$ cat src/core/tpo_consts.vh
// Constants for the timer PWM and one-pulse output block.
// Assumes a single clock domain and plain configuration ports.
`ifndef TPO_CONSTS_VH
`define TPO_CONSTS_VH
`define TPO_OCM_FROZEN   3'h0
`define TPO_OCM_ACTIVE   3'h1
`define TPO_OCM_INACTIVE 3'h2
`define TPO_OCM_TOGGLE   3'h3
`define TPO_OCM_FORCE_LO 3'h4
`define TPO_OCM_FORCE_HI 3'h5
`define TPO_OCM_PWM1     3'h6
`define TPO_OCM_PWM2     3'h7
`define TPO_CMS_EDGE     2'h0
`define TPO_CMS_DOWN     2'h1
`define TPO_CMS_UP       2'h2
`define TPO_CMS_BOTH     2'h3
`define TPO_TS_TI2       3'h6
`define TPO_SMS_TRIGGER  3'h6
`endif

$ cat src/core/tpo_timer.v
// Timer counter with per-channel compare outputs, PWM and one-pulse operation.
// Assumes inputs are synchronous to i_mclk and the trigger is already filtered.
`include "tpo_consts.vh"
`default_nettype none

module tpo_timer #(
  parameter W  = 16,
  parameter NC = 4
) (
  input  wire          i_mclk,
  input  wire          i_resetn,
  input  wire [W-1:0]  i_reload_value,
  input  wire          i_reload_wr,
  input  wire          i_reload_buffer_enable,
  input  wire [W-1:0]  i_counter_wr_value,
  input  wire          i_counter_wr,
  input  wire          i_counter_enable_set,
  input  wire          i_counter_enable_clr,
  input  wire          i_update_generate,
  input  wire [1:0]    i_alignment_select,
  input  wire          i_count_direction,
  input  wire          i_direction_wr,
  input  wire          i_single_pulse_select,
  input  wire [2:0]    i_trigger_source_select,
  input  wire [2:0]    i_slave_mode_select,
  input  wire          i_filtered_input_two,
  input  wire [NC*W-1:0] i_compare_value,
  input  wire [NC-1:0] i_compare_wr,
  input  wire [NC-1:0] i_compare_buffer_enable,
  input  wire [NC*3-1:0] i_compare_output_mode,
  input  wire [NC-1:0] i_fast_compare_enable,
  input  wire [NC-1:0] i_output_polarity,
  input  wire [NC-1:0] i_output_enable,
  output wire [W-1:0]  o_counter_value,
  output wire          o_counter_enable,
  output wire          o_count_direction,
  output wire          o_update_event,
  output wire [NC-1:0] o_compare_flag,
  output wire [NC-1:0] o_reference_waveform,
  output wire [NC-1:0] o_channel_output,
  output wire [NC-1:0] o_channel_output_en
);

  // ----------------------------------------
  // Counter and direction
  // ----------------------------------------
  reg  [W-1:0] cnt_q;
  reg          cen_q;
  reg          dir_q;
  reg  [W-1:0] arr_buf_q;
  reg  [W-1:0] arr_q;
  reg          trig_prev_q;
  reg          uev_q;

  wire         center   = (i_alignment_select != `TPO_CMS_EDGE);

  // ----------------------------------------
  // Trigger selection
  // ----------------------------------------
  // The pin is taken as already filtered, so only its rising edge is detected here.
  wire         trig_sel = (i_trigger_source_select == `TPO_TS_TI2) ?
                          i_filtered_input_two : 1'b0;
  wire         trig     = trig_sel & ~trig_prev_q &
                          (i_slave_mode_select == `TPO_SMS_TRIGGER);
  wire         at_top   = (cnt_q == arr_q);
  wire         at_bot   = (cnt_q == {W{1'b0}});
  wire         wrap     = cen_q & (center ? ((dir_q & at_bot) | (~dir_q & at_top)) :
                                   (dir_q ? at_bot : at_top));
  wire         update_event      = wrap | i_update_generate;
  wire [W-1:0] arr_in   = i_reload_buffer_enable ? arr_buf_q : i_reload_value;
  wire [W-1:0] cnt_up   = cnt_q + {{(W-1){1'b0}}, 1'b1};
  wire [W-1:0] cnt_dn   = cnt_q - {{(W-1){1'b0}}, 1'b1};
  reg  [W-1:0] cnt_d;
  reg          cen_d;
  reg          dir_d;

  // ----------------------------------------
  // Counter next state
  // ----------------------------------------
  always @* begin
    cnt_d = cnt_q;
    cen_d = cen_q;
    dir_d = dir_q;
    // Stop wins over a simultaneous software enable so one pulse stays one pulse.
    if (wrap && i_single_pulse_select) begin
      cen_d = 1'b0;
    end else if (trig || i_counter_enable_set) begin
      cen_d = 1'b1;
    end else if (i_counter_enable_clr) begin
      cen_d = 1'b0;
    end
    if (i_counter_wr) begin
      cnt_d = i_counter_wr_value;
      if (center && (i_counter_wr_value == {W{1'b0}})) begin
        dir_d = 1'b0;
      end else if (center && (i_counter_wr_value == arr_q)) begin
        dir_d = 1'b1;
      end
    end else if (i_update_generate) begin
      cnt_d = (dir_q && !center) ? arr_in : {W{1'b0}};
    end else if (cen_q) begin
      if (center) begin
        if (!dir_q && at_top) begin
          dir_d = 1'b1;
          cnt_d = cnt_dn;
        end else if (dir_q && at_bot) begin
          dir_d = 1'b0;
          cnt_d = cnt_up;
        end else begin
          // The counter starts from whatever direction is held.
          cnt_d = dir_q ? cnt_dn : cnt_up;
        end
      end else if (wrap) begin
        cnt_d = dir_q ? arr_q : {W{1'b0}};
      end else begin
        cnt_d = dir_q ? cnt_dn : cnt_up;
      end
    end
    // Software direction writes count only in edge-aligned mode.
    if (i_direction_wr && !center && !i_counter_wr) begin
      dir_d = i_count_direction;
    end
  end

  always @(posedge i_mclk or negedge i_resetn) begin
    if (!i_resetn) begin
      cnt_q       <= {W{1'b0}};
      cen_q       <= 1'b0;
      dir_q       <= 1'b0;
      trig_prev_q <= 1'b0;
      uev_q       <= 1'b0;
    end else begin
      cnt_q       <= cnt_d;
      cen_q       <= cen_d;
      dir_q       <= dir_d;
      trig_prev_q <= trig_sel;
      uev_q       <= update_event;
    end
  end

  // ----------------------------------------
  // Reload buffer and shadow
  // ----------------------------------------
  // Both copies leave reset at all ones, so a start before setup does not wrap at once.
  always @(posedge i_mclk or negedge i_resetn) begin
    if (!i_resetn) begin
      arr_buf_q <= {W{1'b1}};
      arr_q     <= {W{1'b1}};
    end else begin
      if (i_reload_wr) begin
        arr_buf_q <= i_reload_value;
      end
      if (!i_reload_buffer_enable) begin
        arr_q <= i_reload_value;
      end else if (update_event) begin
        arr_q <= arr_in;
      end
    end
  end

  assign o_counter_value   = cnt_q;
  assign o_counter_enable  = cen_q;
  assign o_count_direction = dir_q;
  assign o_update_event    = uev_q;

  // ----------------------------------------
  // Compare channels
  // ----------------------------------------
  genvar c;
  generate
    for (c = 0; c < NC; c = c + 1) begin : g_ch
      reg  [W-1:0] ccr_buf_q;
      reg  [W-1:0] ccr_q;
      reg          ref_q;
      reg          cmp_prev_q;
      reg  [2:0]   mode_prev_q;
      reg          flag_q;
      reg          out_q;
      reg          oen_q;
      wire [2:0]   mode  = i_compare_output_mode[c*3 +: 3];
      wire         pwm   = (mode == `TPO_OCM_PWM1) || (mode == `TPO_OCM_PWM2);
      wire [W-1:0] wval  = i_compare_value[c*W +: W];
      // Mode 1 level: up-count high below compare; down-count high unless above it.
      wire         lvl1  = dir_q ? (cnt_q <= ccr_q) : (cnt_q < ccr_q);
      wire         big   = (ccr_q > arr_q);
      wire         m1    = big ? 1'b1 : lvl1;
      wire         lvl   = (mode == `TPO_OCM_PWM2) ? ~m1 : m1;
      wire         match = (cnt_q == ccr_q) & cen_q;
      reg          flag_dir;
      reg          ref_d;

      // ----------------------------------------
      // Compare flag direction filter
      // ----------------------------------------
      always @* begin
        flag_dir = 1'b1;
        case (i_alignment_select)
          `TPO_CMS_EDGE: flag_dir = 1'b1;
          `TPO_CMS_DOWN: flag_dir = dir_q;
          `TPO_CMS_UP:   flag_dir = ~dir_q;
          `TPO_CMS_BOTH: flag_dir = 1'b1;
          default:       flag_dir = 1'b1;
        endcase
      end

      // ----------------------------------------
      // Reference waveform next state
      // ----------------------------------------
      always @* begin
        ref_d = ref_q;
        if (pwm && trig && i_fast_compare_enable[c]) begin
          // Level of the first match after start, taken without comparing.
          ref_d = (mode == `TPO_OCM_PWM2);
        end else if (pwm) begin
          if ((lvl != cmp_prev_q) || (mode_prev_q == `TPO_OCM_FROZEN)) begin
            ref_d = lvl;
          end
        end else begin
          case (mode)
            `TPO_OCM_FROZEN:   ref_d = ref_q;
            `TPO_OCM_ACTIVE:   ref_d = match ? 1'b1 : ref_q;
            `TPO_OCM_INACTIVE: ref_d = match ? 1'b0 : ref_q;
            `TPO_OCM_TOGGLE:   ref_d = match ? ~ref_q : ref_q;
            `TPO_OCM_FORCE_LO: ref_d = 1'b0;
            `TPO_OCM_FORCE_HI: ref_d = 1'b1;
            default:           ref_d = ref_q;
          endcase
        end
        // After a single pulse stops at the wrap the mode 2 level is low again.
        if (wrap && i_single_pulse_select && !dir_q && !center && pwm) begin
          ref_d = (mode == `TPO_OCM_PWM1);
        end
      end

      always @(posedge i_mclk or negedge i_resetn) begin
        if (!i_resetn) begin
          ccr_buf_q   <= {W{1'b0}};
          ccr_q       <= {W{1'b0}};
          ref_q       <= 1'b0;
          cmp_prev_q  <= 1'b0;
          mode_prev_q <= `TPO_OCM_FROZEN;
          flag_q      <= 1'b0;
        end else begin
          mode_prev_q <= mode;
          cmp_prev_q  <= lvl;
          flag_q      <= match & flag_dir;
          ref_q       <= ref_d;
          if (i_compare_wr[c]) begin
            ccr_buf_q <= wval;
          end
          if (!i_compare_buffer_enable[c]) begin
            ccr_q <= wval;
          end else if (update_event) begin
            ccr_q <= i_compare_wr[c] ? wval : ccr_buf_q;
          end
        end
      end

      // ----------------------------------------
      // Output stage
      // ----------------------------------------
      // Output pin follows the reference through polarity, registered.
      // The extra flop costs one cycle of delay but keeps the pin free of glitches.
      always @(posedge i_mclk or negedge i_resetn) begin
        if (!i_resetn) begin
          out_q <= 1'b0;
          oen_q <= 1'b0;
        end else begin
          oen_q <= i_output_enable[c];
          out_q <= i_output_enable[c] & (ref_q ^ i_output_polarity[c]);
        end
      end
      assign o_reference_waveform[c] = ref_q;
      assign o_channel_output[c]     = out_q;
      assign o_channel_output_en[c]  = oen_q;
      assign o_compare_flag[c]       = flag_q;
    end
  endgenerate

endmodule // tpo_timer

`default_nettype wire

$ cat config.mk
export PLATFORM = sky130hd
export DESIGN_NAME = tpo_timer
export DESIGN_NICKNAME = d
export VERILOG_FILES = /design/src/core/tpo_timer.v
export VERILOG_INCLUDE_DIRS = /design/src /design/src/core
export SDC_FILE = /design/constraint.sdc
export NUM_CORES = 1
export LEC_CHECK = 0
export ABC_CLOCK_PERIOD_IN_PS = 4600
export BUFFER_PORTS_ARGS = -buffer_cell sky130_fd_sc_hd__buf_2
export CAP_MARGIN = 20
export CELL_PAD_IN_SITES_DETAIL_PLACEMENT = 1
export CELL_PAD_IN_SITES_GLOBAL_PLACEMENT = 2
export CORE_MARGIN = 2
export CORE_UTILIZATION = 37
export DETAILED_ROUTE_END_ITERATION = 7
export PLACE_DENSITY = 0.77
export SKIP_CTS_REPAIR_TIMING = 1
export SLEW_MARGIN = 30
export SYNTH_ARGS = -nofsm -noshare
export SYNTH_HDL_FRONTEND = slang
export SYNTH_SLANG_ARGS = --single-unit
$ cat constraint.sdc
create_clock -name i_mclk -period 4.6 [get_ports i_mclk]
set_clock_uncertainty 0.2 [all_clocks]
set_input_delay 0 -clock i_mclk [delete_from_list [all_inputs] [get_ports i_mclk]]
set_output_delay 0 -clock i_mclk [all_outputs]
set_load 0.02 [all_outputs]
## Word-level counts from Yosys, hierarchy flattened

Cells that the tools add are included.

- Register bits: 212

- Bitwise operators: 33
- Reductions and logical operators: 57
- Order comparisons: 12
- Muxes and demuxes: 85
- Equal/unequal tests: 66
- Add/subtract/negate cells: 2

Operator list:

| kind | count |
|---|---|
| 2-to-1 mux 16 bit | 25 |
| == test 16 bit | 6 |
| > comparator 16 bit | 4 |
| less-or-equal comparator 16 bit | 4 |
| less-than comparator 16 bit | 4 |
| != test 5 bit (second input constant) | 12 |
| 2-to-1 mux 1 bit | 55 |
| == test 3 bit (second input constant) | 18 |
| zero test 16 bit | 2 |
| nonzero test 8 bit | 4 |
| AND reduction 5 bit | 5 |
| == test 3 x 2 -> 1 bit (second input constant) | 8 |
| logical AND 1 bit | 22 |
| != test 4 x 1 -> 1 bit (second input constant) | 5 |
| one-hot mux 1 bit (5 select lines) | 4 |
| AND 1 bit | 17 |
| adder 16 x 1 -> 16 bit (second input constant) | 1 |
| subtractor 16 x 1 -> 16 bit (second input constant) | 1 |
| == test 3 x 1 -> 1 bit (second input constant) | 4 |
| zero test 3 bit | 4 |
| nonzero test 3 bit | 4 |
| != test 2 x 1 -> 1 bit (second input constant) | 5 |
| inverter 1 bit | 10 |
| logical OR 1 bit | 9 |
| 12 further kinds | 22 |

## Depth between registers and ports, before layout

Gate-level depths: netlist of the first run.

- Depth after elaboration: 11
- Mapped depth: 12
- Mapped depth without buffers: 10

## Least setup slack after synthesis of the first run

OpenSTA, ideal clock, no wires.

- Kind: reg-to-reg
- Start point: register cnt_q[0] (netlist: o_counter_value[0])
- End point: register g_ch[0].ref_q
- Library setup time: 0.125 ns
- Clock period less this slack: 3.522 ns
- Setup slack: 1.078 ns
- Arrival time: 3.197 ns
- Data required time: 4.275 ns
- Stages on the path, launching flop included: 12
- Cell sequence: dfrtp_1 -> clkbuf_1 -> inv_1 -> ha_1 -> nor2b_1 -> o211ai_1 -> a2111oi_0 -> nor4b_1 -> a2111oi_0 -> nor3_1 -> nor3b_1 -> mux2_2

- Cells in the longest elaborated chain, start to end: 11
- Elaborated cells between the ends (all ways): 32
- Classes of those cells: order compare (2); eq/ne (7); mux (9); bitwise (6); reduce/logical (8)

RTL lines:

| item | RTL line | RTL |
|---|---|---|
| start: declaration | tpo_timer.v:47 | `reg [W-1:0] cnt_q;` |
| start signal: assignment | tpo_timer.v:127 | `cnt_q <= {W{1'b0}};` |
| start signal: assignment | tpo_timer.v:133 | `cnt_q <= cnt_d;` |
| branches (longest 11 deep; another with less-than comparator 16 bit) | n/a |  |
| end signal: assignment | tpo_timer.v:247 | `ref_q <= ref_d;` |
| end: declaration | tpo_timer.v:174 | `reg ref_q;` |

Parallel ways; which one is timed is not known. The select of a mux whose other input is x is not followed.
A chain may end at the register's enable or synchronous reset.

## Worst setup path after layout of the first run

- Start point: register cnt_q[9] (netlist: o_counter_value[9])
- End point: register dir_q (netlist: o_count_direction)

- Cells in the longest elaborated chain, start to end: 8
- Elaborated cells between the ends (all ways): 12
- Classes of those cells: eq/ne (1); mux (6); reduce/logical (5)

RTL lines:

| item | RTL line | RTL |
|---|---|---|
| == test 16 bit | tpo_timer.v:65 | `wire at_top = (cnt_q == arr_q);` |
| logical AND 1 bit | tpo_timer.v:103 | `if (!dir_q && at_top) begin` |
| 2-to-1 mux 1 bit | tpo_timer.v:103 |  |
| 2-to-1 mux 1 bit | tpo_timer.v:102 | `if (center) begin` |
| 2-to-1 mux 1 bit | tpo_timer.v:101 | `end else if (cen_q) begin` |
| 2-to-1 mux 1 bit | tpo_timer.v:99 | `end else if (i_update_generate) begin` |
| 2-to-1 mux 1 bit | tpo_timer.v:92 | `if (i_counter_wr) begin` |
| 2-to-1 mux 1 bit | tpo_timer.v:120 | `if (i_direction_wr && !center && !i_counter_wr) begin` |
| end signal: assignment | tpo_timer.v:135 | `dir_q <= dir_d;` |
| end: declaration | tpo_timer.v:49 | `reg dir_q;` |

Several ways; a longest one is shown, not always the timed one. The select of a mux whose other input is x is not followed.

==> results.toml, run 1 <==
[floorplanning]
starting_utilization_of_the_core_area_pct = 37.72
dieWidth_um = 200.4
die_height_um = 200.4
dieArea_um2 = 40170
top_level_ports = 183
floorplan.core_area_um2 = 37840
placementRows = 71

[synthesis]
ys_ff_latch = 212
mappedNetlistNets = 1799
ys_warn_count = 0
synth_most_common_cell = "sky130_fd_sc_hd__dfrtp_1"
synth_cell_types = 76
syn-cell-area_um2 = 14280
share_of_synthesized_registers_carrying_an_async_set_or_reset_pct = 100.0
synth.avg_cell_area_um2 = 9.411
synth_largest_type_area_fraction_pct = 31.55
count_of_flip_flops_with_a_built_in_enable_after_synthesis = 0
synth_sequential_area_ratio_pct = 37.44
netlist_instances = 1517
synth_area_leader_cell = "sky130_fd_sc_hd__dfrtp_1"
yosys-top-cells-count = "180 x sky130_fd_sc_hd__dfrtp_1, 161 x sky130_fd_sc_hd__inv_1, 134 x sky130_fd_sc_hd__ha_1"
synth-main-ff-cell = "sky130_fd_sc_hd__dfrtp_1"
synth.area.top_cells = "sky130_fd_sc_hd__dfrtp_1 32%, sky130_fd_sc_hd__ha_1 12%, sky130_fd_sc_hd__mux2i_1 7.1%"

[sta]
max_freq_mhz = 229.2
timing.max_slew.rel_slack_pct = 37.28
worst_slew_pin_slew_ps = 935.2
number_of_pins_with_negative_max_slew_slack_in_the_final_report = 0
final-hold-violation-count = 7
setup-tns-final_ps = 0
layout_worst_path_cycle_share_pct = 94.86
final.hold.worst_slack_ps = -51.09
rsz0062_at_grt = "false"
min_period_ps = 4363
timing.final.setup_violations = 0

[cells_and_area]
finalNonFillerCells = 2423
finish.net_count = 2171
layout-area-overhead-vs-synth_pct = 31.93
final_layout_size_suffix_gt1_share_pct = 20.42

[worst_setup_path]
reg2regPathDepth = 10
r2r_setup_slack_ps = 240
reg2reg_from = "o_counter_value[9]$_DFFE_PN0P_"
worstPathRequired_ps = 4820
path_max_fanout = 12
worst-setup-path-type = "flip-flop to flip-flop"
arrival_ps = 4590
setup.worst_path.start_class = "flip-flop"
end_kind = "flip-flop"
regToRegEndpoint = "o_count_direction$_DFFE_PN0P_"

[power]
share_seq_of_total_power_pct = 35.9
peakVddDrop_mv = 0.2741
power_frac_clock_pct = 35.8
cellPowerDensity_nw_per_um2 = 345.3
power_report.internal_total_mw = 4.348
power.total_mw = 6.503
p_sw_share_pct = 33.14
net_switching_component_of_the_power_mw = 2.155
p_leak_nw = 8.897
comb_power_share_pct = 28.3

[hold_path]
holdCritPathClass = "primary input to flip-flop"
startpoint_of_the_worst_hold_path = "i_alignment_select[0]"
hold-path-endpoint = "g_ch[0].flag_q$_DFF_PN0_"
worstHoldPathCells = 6

[route]
routed_len_inst_um = 22.23
avgViaCountPerCell = 5.357
route.final.wire_length_mm = 53.87
drcViolationCount = 0
vias = 12980
drt.antenna.violating_nets = 0
drt_pre_antenna_iters = 5
drt-initial-drc-count = 709

[flow_run]
maxCapViolCount = 0

[grt]
grt_pass1_wl_mm = 75.96
antenna_found_initial = 1
grt.overflow.total = 0
grt_use_total_pct = 24.41
grt_pass1_vias = 12650
grt_start_max_net_pins = 116

[clock_network]
cts_tree = "built"
tritoncts.num_buffers = 27
cts_max_path_buffers = 3
clk-insertion-delay-late_ps = 560
cts_sinks = 212
cts_clock_pin_slew_for_the_worst_setup_and_hold_paths_ps = 60
cts.root.buffer_cell = "sky130_fd_sc_hd__clkbuf_16"
htree_levels = 1

[placement]
port_buf_inserts = 182
place.detailed.instances = 2149
detailed_place_hpwl_mm = 36.51
placer_congestion = 0.8803

[status]
violations = "negative hold slack"
run_status = "finished, violations left"
==> cell type report <==
class                      count  area (µm²)
fill                        4355       19010
multi-input combinational   1057        7915
clock inverter                15       209.0
inverter                     162       608.1
antenna                        2       5.005
clock buffer                  35       755.7
sequential                   212        5345
tap                          511       639.4
timing repair buffer         429        3357
==> critical path, stage by stage, from the launching register on <==
cell and delay (ps):
sky130_fd_sc_hd__dfrtp_1 620, sky130_fd_sc_hd__or4_4 650, sky130_fd_sc_hd__or4_4 560, sky130_fd_sc_hd__nor3_1 250, sky130_fd_sc_hd__o21bai_2 260, sky130_fd_sc_hd__nand2_1 130
sky130_fd_sc_hd__a21oi_1 210, sky130_fd_sc_hd__o221ai_1 130, sky130_fd_sc_hd__dlygate4sd3_1 580, sky130_fd_sc_hd__o31a_1 100, sky130_fd_sc_hd__dlygate4sd3_1 560
==> kinds of logic (layout without fill, tap and decap cells) <==
| family | Yosys count | count (layout) | share of synthesized area [%] |
|---|---|---|---|
| other | 0 | 2 | 0 |
| DFF | 212 | 212 | 37.44 |
| buffers and inverters | 248 | 641 | 7.204 |
| AOI/OAI and AO/OA | 313 | 313 | 13.37 |
| and+or+nand+nor | 362 | 362 | 12.66 |
| muxes | 186 | 186 | 13.79 |
| adders and majority gates | 134 | 134 | 11.74 |
| xor gates and xnor gates | 62 | 62 | 3.804 |
==> worst max-delay path by stage <==
| stage | from | slack, ps | endpoint | depth (start not counted) |
|---|---|---|---|---|
| detailed placement | o_counter_value[7]$_DFFE_PN0P_ | 1000 | g_ch[0].ref_q$_DFFE_PN0P_ | 10 |
| CTS | o_counter_value[9]$_DFFE_PN0P_ | 1000 | o_counter_value[7]$_DFFE_PN0P_ | 8 |
| global placement | o_counter_value[9]$_DFFE_PN0P_ | 1010 | o_counter_value[10]$_DFFE_PN0P_ | 8 |
| finish | o_counter_value[9]$_DFFE_PN0P_ | 240 | o_count_direction$_DFFE_PN0P_ | 10 |
| global route | o_counter_value[9]$_DFFE_PN0P_ | 50 | o_count_direction$_DFFE_PN0P_ | 10 |
| floorplan | o_counter_value[0]$_DFFE_PN0P_ | 1080 | g_ch[0].ref_q$_DFFE_PN0P_ | 11 |
==> metal layers <==
| metal | vias to the layer above | share of wire (%) | global-route usage (%) | routed length (µm) |
|---|---|---|---|---|
| li1 | 6107 | - | - | - |
| met1 | 6466 | 45 | 33.73 | 24160 |
| met2 | 337 | 47 | 39.22 | 25550 |
| met3 | 69 | 5.4 | 4.627 | 2907 |
| met4 | 0 | 2.3 | 6.455 | 1248 |
| met5 | - | 0 | 0 | 0 |
==> power by group through the flow <==
stage | clock network, mW | registers (mW) | logic (mW)
finish | 2.33 | 2.33 | 1.84
global route | 2.45 | 2.35 | 2.04
CTS | 2.38 | 2.33 | 1.62
detailed placement | 0 | 2.36 | 1.61
global placement | 0 | 2.35 | 1.56
floorplan | 0 | 2.26 | 1.09
==> per-stage QoR <==
stage	utilization [%]	setup slack, ps	area [µm²]
final	49.77	236.5	18830
after global placement	41.30	1014	15630
after detailed placement	41.31	995.2	15630
after global routing	49.76	52.01	18830
after CTS	43.86	1003	16600
after floorplan	-	1078	14280
==> cell usage in the layout (no fill, tap or decap), types with 32 or more instances in the layout <==
master | synthesis | routed
sky130_fd_sc_hd__a21oi_1 | 112 | 111
sky130_fd_sc_hd__buf_2 | 17 | 181
sky130_fd_sc_hd__dfrtp_1 | 180 | 180
sky130_fd_sc_hd__dfstp_2 | 32 | 32
sky130_fd_sc_hd__dlygate4sd3_1 | 0 | 221
sky130_fd_sc_hd__ha_1 | 134 | 134
sky130_fd_sc_hd__inv_1 | 161 | 161
sky130_fd_sc_hd__mux2_2 | 85 | 85
sky130_fd_sc_hd__mux2i_1 | 101 | 101
sky130_fd_sc_hd__nand2_1 | 118 | 118
sky130_fd_sc_hd__nand3_1 | 34 | 34
sky130_fd_sc_hd__nand4_1 | 40 | 40
sky130_fd_sc_hd__nor2_1 | 60 | 60
sky130_fd_sc_hd__o21ai_0 | 90 | 90
==> state kept, by name, summed over array words and instances (netlist names) <==
| signal | count |
|---|---|
| g_ch.out_q | 4 |
| o_counter_enable | 1 |
| arr_buf_q | 16 |
| g_ch.ccr_q | 64 |
| g_ch.ref_q | 4 |
| o_count_direction | 1 |
| g_ch.mode_prev_q | 12 |
| g_ch.cmp_prev_q | 4 |
| arr_q | 16 |
| g_ch.flag_q | 4 |
| g_ch.ccr_buf_q | 64 |
| trig_prev_q | 1 |
| o_update_event | 1 |
| g_ch.oen_q | 4 |
| o_counter_value | 16 |
Power figures use the tool's default switching activity.
==> run 2: changes to the inputs <==
- CORE_UTILIZATION: 37 -> 38
- CTS_BUF_LIST: not set -> sky130_fd_sc_hd__clkbuf_8
- PLACE_DENSITY: 0.77 -> 0.79
==> results.toml, run 2 (same netlist as run 1, synthesis figures left out) <==
[power]
cellPowerDensity_nw_per_um2 = 323.1
comb_power_share_pct = 31.0
share_seq_of_total_power_pct = 37.7
net_switching_component_of_the_power_mw = 2.214
power_frac_clock_pct = 31.3
peakVddDrop_mv = 0.2230
p_leak_nw = 9.089
p_sw_share_pct = 35.93
power_report.internal_total_mw = 3.947

[floorplanning]
floorplan.core_area_um2 = 36790
top_level_ports = 183
dieWidth_um = 197.8
placementRows = 70
starting_utilization_of_the_core_area_pct = 38.81
dieArea_um2 = 39130
die_height_um = 197.8

[placement]
port_buf_inserts = 182
placed_cell_areas_um2 = 15660
detailed_place_hpwl_mm = 37.68
placer_congestion = 0.9085
place.detailed.instances = 2116
detailedPlace.worstSlack_ps = 721.0

[cells_and_area]
finalNonFillerCells = 2448
layout.cells.most_common_list = "257 x sky130_fd_sc_hd__dlygate4sd3_1, 181 x sky130_fd_sc_hd__buf_2, 180 x sky130_fd_sc_hd__dfrtp_1, 172 x sky130_fd_sc_hd__inv_1, 134 x sky130_fd_sc_hd__ha_1"
filler_cell_count = 4182
n_antenna_cell = 0
layout-area-overhead-vs-synth_pct = 33.56
design_area_um2 = 19070
commonest_non_fill_non_tap_cell_in_the_layout = "sky130_fd_sc_hd__dlygate4sd3_1"
final_layout_size_suffix_gt1_share_pct = 21.06
top_regs = "g_ch.ccr_buf_q x64, g_ch.ccr_q x64"
finish.net_count = 2231

[worst_setup_path]
worst-setup-path-type = "flip-flop to flip-flop"
timing.critical_path.buf_inv = 2
worstPathCellList = "xor2_1, nor4_1, nand3_1, o21bai_2, nand2_1, a21oi_1, o221ai_1, dlygate4sd3_1, o31a_1, dlygate4sd3_1"
critical-path-slowest-cell = "sky130_fd_sc_hd__dfrtp_1"
r2r_setup_slack_ps = 330
path_max_fanout = 12
setup.worst_path.start_class = "flip-flop"
arrival_ps = 4580
worstPathRequired_ps = 4910
end_kind = "flip-flop"
critical_path.most_common_cell = "sky130_fd_sc_hd__dlygate4sd3_1"
slowest_delay_ps = 870
cp_delay_by_family_top = "buffers and inverters"

[grt]
grt_start_max_net_pins = 115
grt_pass1_vias = 12840
antenna_found_initial = 0
grt_pass1_wl_mm = 77.20
grt.overflow.total = 0
grt_use_total_pct = 26.18

[clock_network]
cts_max_path_buffers = 3
cts.root.buffer_cell = "sky130_fd_sc_hd__clkbuf_8"
cts_sinks = 212
clk-insertion-delay-late_ps = 640
htree_levels = 2
tritoncts.num_buffers = 41
cts_clock_pin_slew_for_the_worst_setup_and_hold_paths_ps = 80
cts_tree = "built"

[sta]
number_of_pins_with_negative_max_slew_slack_in_the_final_report = 0
max_freq_mhz = 234.0
layout_worst_path_cycle_share_pct = 92.90
min_period_ps = 4273
final.hold.worst_slack_ps = -7.532
final-hold-violation-count = 5
rsz0062_at_grt = "false"
worst_slew_pin_slew_ps = 905.1
timing.max_slew.rel_slack_pct = 39.51
timing.final.setup_violations = 0
setup-tns-final_ps = 0
worst_slack_ps = 326.7

[route]
avgViaCountPerCell = 5.483
drt-initial-drc-count = 752
routed_len_inst_um = 22.54
vias = 13420
drcViolationCount = 0
drt_pre_antenna_iters = 5
drt.antenna.violating_nets = 0
route.final.wire_length_mm = 55.19

[status]
violations = "negative hold slack"
run_status = "finished, violations left"

[flow_run]
maxCapViolCount = 0

[hold_path]
holdCritPathClass = "primary input to flip-flop"
==> run 2: cell types whose count changed in the layout (fill, tap and decap cells not counted), moves of 4 or more <==
cell / delta
sky130_fd_sc_hd__clkbuf_8: +45
sky130_fd_sc_hd__inv_1: +11
sky130_fd_sc_hd__dlygate4sd3_1: +36
sky130_fd_sc_hd__buf_4: +10
sky130_fd_sc_hd__clkbuf_16: -27
sky130_fd_sc_hd__bufinv_16: -5
sky130_fd_sc_hd__clkinv_2: +4
==> run 2: per-stage QoR <==
step | total power [mW] | utilization, %
floorplan | 3.340 | -
finish | 6.160 | 51.83
global route | 6.500 | 51.83
global placement | 3.934 | 42.58
detailed placement | 3.990 | 42.58
CTS | 5.940 | 44.77
==> run 2: path summary, 6_finish.rpt <==
check,startpoint,end,depth (start not counted)
setup / recovery,o_counter_value[3]$_DFFE_PN0P_,o_count_direction$_DFFE_PN0P_,10
hold / removal,i_reload_value[6],arr_buf_q[6]$_DFFE_PN1P_,3
setup reg to reg,o_counter_value[3]$_DFFE_PN0P_,o_count_direction$_DFFE_PN0P_,10
hold reg to reg,g_ch[2].ccr_buf_q[5]$_DFF_PN0_,g_ch[2].ccr_buf_q[5]$_DFF_PN0_,1
max in group asynchronous,i_resetn,g_ch[0].ccr_q[6]$_DFFE_PN0P_,4
min in group asynchronous,i_resetn,g_ch[1].oen_q$_DFF_PN0_,4
==> run 2: worst min-delay path, stage by stage <==
cell and delay, ps:
sky130_fd_sc_hd__dlygate4sd3_1 520, sky130_fd_sc_hd__buf_2 120, sky130_fd_sc_hd__mux2_2 140
==> run 2: layout make-up <==
type	instances	area, µm²	share of cell area (%)
well taps	468	585.6	3.071
repair buffers	475	3809	19.98
inverters	162	608.1	3.189
clock inverters	24	116.4	0.6103
multi-input cells	1057	7915	41.51
clock buffers	50	688.2	3.609
flip-flops and latches	212	5345	28.03
==> run 2: routing by layer <==
metal / vias to the layer above / wire length, µm / GRT usage, %
met3: 96 / 2906 / 3.781
met2: 414 / 26320 / 42.48
li1: 6220 / - / -
met4: 0 / 1879 / 9.914
met1: 6692 / 24080 / 35.36
met5: - / 0 / 0
==> run 2: power by group through the flow <==
stage	sequential [mW]	combinational, mW	clock (mW)
final	2.32	1.91	1.93
after global routing	2.34	2.11	2.05
after CTS	2.32	1.66	1.97
after detailed placement	2.35	1.64	0
after global placement	2.34	1.59	0
after floorplan	2.26	1.09	0
==> run 3: changes to the inputs <==
- GPL_TIMING_DRIVEN: not set -> 0
==> results.toml, run 3 (same netlist as run 1, synthesis figures left out) <==
[status]
run_status = "finished, final reports clean"

[sta]
layout_worst_path_cycle_share_pct = 97.45
worst_slew_pin_slew_ps = 935.7
timing.max_slew.rel_slack_pct = 37.62
number_of_pins_with_negative_max_slew_slack_in_the_final_report = 0
max_freq_mhz = 223.1
rsz0062_at_grt = "false"
final-hold-violation-count = 0
timing.final.setup_violations = 0
worst_slack_ps = 117.3
min_period_ps = 4483

[placement]
placed_cell_areas_um2 = 15830
detailedPlace.worstSlack_ps = 422.2
place.detailed.instances = 2160
detailed_place_hpwl_mm = 39.14
port_buf_inserts = 172
placer_congestion = 0.9243

[cells_and_area]
final_layout_size_suffix_gt1_share_pct = 21.30
layout-area-overhead-vs-synth_pct = 29.86
layout.cells.most_common_list = "189 x sky130_fd_sc_hd__buf_2, 180 x sky130_fd_sc_hd__dfrtp_1, 175 x sky130_fd_sc_hd__dlygate4sd3_1, 174 x sky130_fd_sc_hd__inv_1, 134 x sky130_fd_sc_hd__ha_1"
n_antenna_cell = 0
design_area_um2 = 18540
finalNonFillerCells = 2412
commonest_non_fill_non_tap_cell_in_the_layout = "sky130_fd_sc_hd__buf_2"
post-route-util_pct = 50.40
top_regs = "g_ch.ccr_buf_q x64, g_ch.ccr_q x64"
filler_cell_count = 4214
finish.net_count = 2194

[floorplanning]
starting_utilization_of_the_core_area_pct = 38.81
dieWidth_um = 197.8
die_height_um = 197.8
top_level_ports = 183
placementRows = 70
floorplan.core_area_um2 = 36790
dieArea_um2 = 39130

[power]
cellPowerDensity_nw_per_um2 = 341.0
p_leak_nw = 8.841
peakVddDrop_mv = 0.1969

[worst_setup_path]
worstPathRequired_ps = 4880
path_max_fanout = 10
end_kind = "flip-flop"
worst-setup-path-type = "flip-flop to flip-flop"
arrival_ps = 4760
r2r_setup_slack_ps = 120
setup.worst_path.start_class = "flip-flop"

[clock_network]
cts_sinks = 212
cts_tree = "built"
cts.root.buffer_cell = "sky130_fd_sc_hd__clkbuf_8"
htree_levels = 2
cts_clock_pin_slew_for_the_worst_setup_and_hold_paths_ps = 60
cts_max_path_buffers = 3
clk-insertion-delay-late_ps = 610
tritoncts.num_buffers = 42

[grt]
grt_pass1_vias = 13200
grt.overflow.total = 0
grt_use_total_pct = 26.67
grt_pass1_wl_mm = 78.21
grt_start_max_net_pins = 80
antenna_found_initial = 0

[route]
route.final.wire_length_mm = 55.35
drt.antenna.violating_nets = 0
vias = 13300
drt_pre_antenna_iters = 5
drcViolationCount = 0
avgViaCountPerCell = 5.513
drt-initial-drc-count = 731
routed_len_inst_um = 22.95

[hold_path]
holdCritPathClass = "primary input to flip-flop"

[flow_run]
maxCapViolCount = 0
==> run 3: cell count changes in the layout (fill, tap and decap cells not counted), sizes merged <==
cell,delta
bufinv,+3
clkbuf,+51
clkinv,-8
dlygate4sd3,-82
==> run 3: area by class of cell <==
cell class                      count  area [µm²]  area share, %
Sequential cell                   212        5345          28.83
Multi-Input combinational cell   1057        7936          42.81
Buffer                             86       420.4          2.268
Tap cell                          468       585.6          3.159
Inverter                          162       608.1          3.280
Clock inverter                     19       156.4         0.8436
Timing Repair Buffer              351        2703          14.58
Clock buffer                       57       784.5          4.232
==> run 3: final timing paths <==
kind,cells past startpoint,from,end
worst max-delay path,9,o_counter_value[7]$_DFFE_PN0P_,o_counter_value[9]$_DFFE_PN0P_
worst min-delay path,4,i_compare_value[8],g_ch[0].ccr_q[8]$_DFFE_PN0P_
worst max register to register,9,o_counter_value[7]$_DFFE_PN0P_,o_counter_value[9]$_DFFE_PN0P_
max in group asynchronous,5,i_resetn,g_ch[0].ccr_q[0]$_DFFE_PN0P_
min in group asynchronous,3,i_resetn,arr_q[7]$_DFFE_PN1P_
worst min register to register,1,g_ch[0].ccr_buf_q[2]$_DFF_PN0_,g_ch[0].ccr_buf_q[2]$_DFF_PN0_
==> run 3: layer usage <==
layer	share of wire, %	track usage (%)
met5	0	0
met4	3.0	9.050
met3	5.7	5.451
met2	47	43.06
met1	45	35.60
==> run 3: worst max-delay path, cell delays in order, from the launching register on <==
cell and delay [ps]:
sky130_fd_sc_hd__dfrtp_1 850, sky130_fd_sc_hd__clkbuf_1 560, sky130_fd_sc_hd__xor2_1 150, sky130_fd_sc_hd__nor4_1 220, sky130_fd_sc_hd__nand3_1 440, sky130_fd_sc_hd__o31ai_4 810
sky130_fd_sc_hd__a221oi_1 220, sky130_fd_sc_hd__a21oi_1 210, sky130_fd_sc_hd__nor2_1 90, sky130_fd_sc_hd__dlygate4sd3_1 590
==> run 3: metrics by stage <==
stage	TNS (ps)	hold slack, ps	power (mW)
after floorplan	0	-495.6	3.340
after global placement	-96090	-81.13	3.937
after detailed placement	0	-209.1	4.024
after CTS	0	-866.7	6.222
after global routing	0	2.565	6.662
final	0	1.676	6.322
==> run 3: report_power, final <==
| part | total, mW | internal [mW] | leakage (nW) | switching, mW |
|---|---|---|---|---|
| combinational | 1.83 | 0.793 | 5.86 | 1.04 |
| clock | 2.16 | 1.27 | 0.529 | 0.890 |
| sequential | 2.33 | 2.09 | 2.45 | 0.240 |
| total | 6.32 | 4.15 | 8.84 | 2.17 |
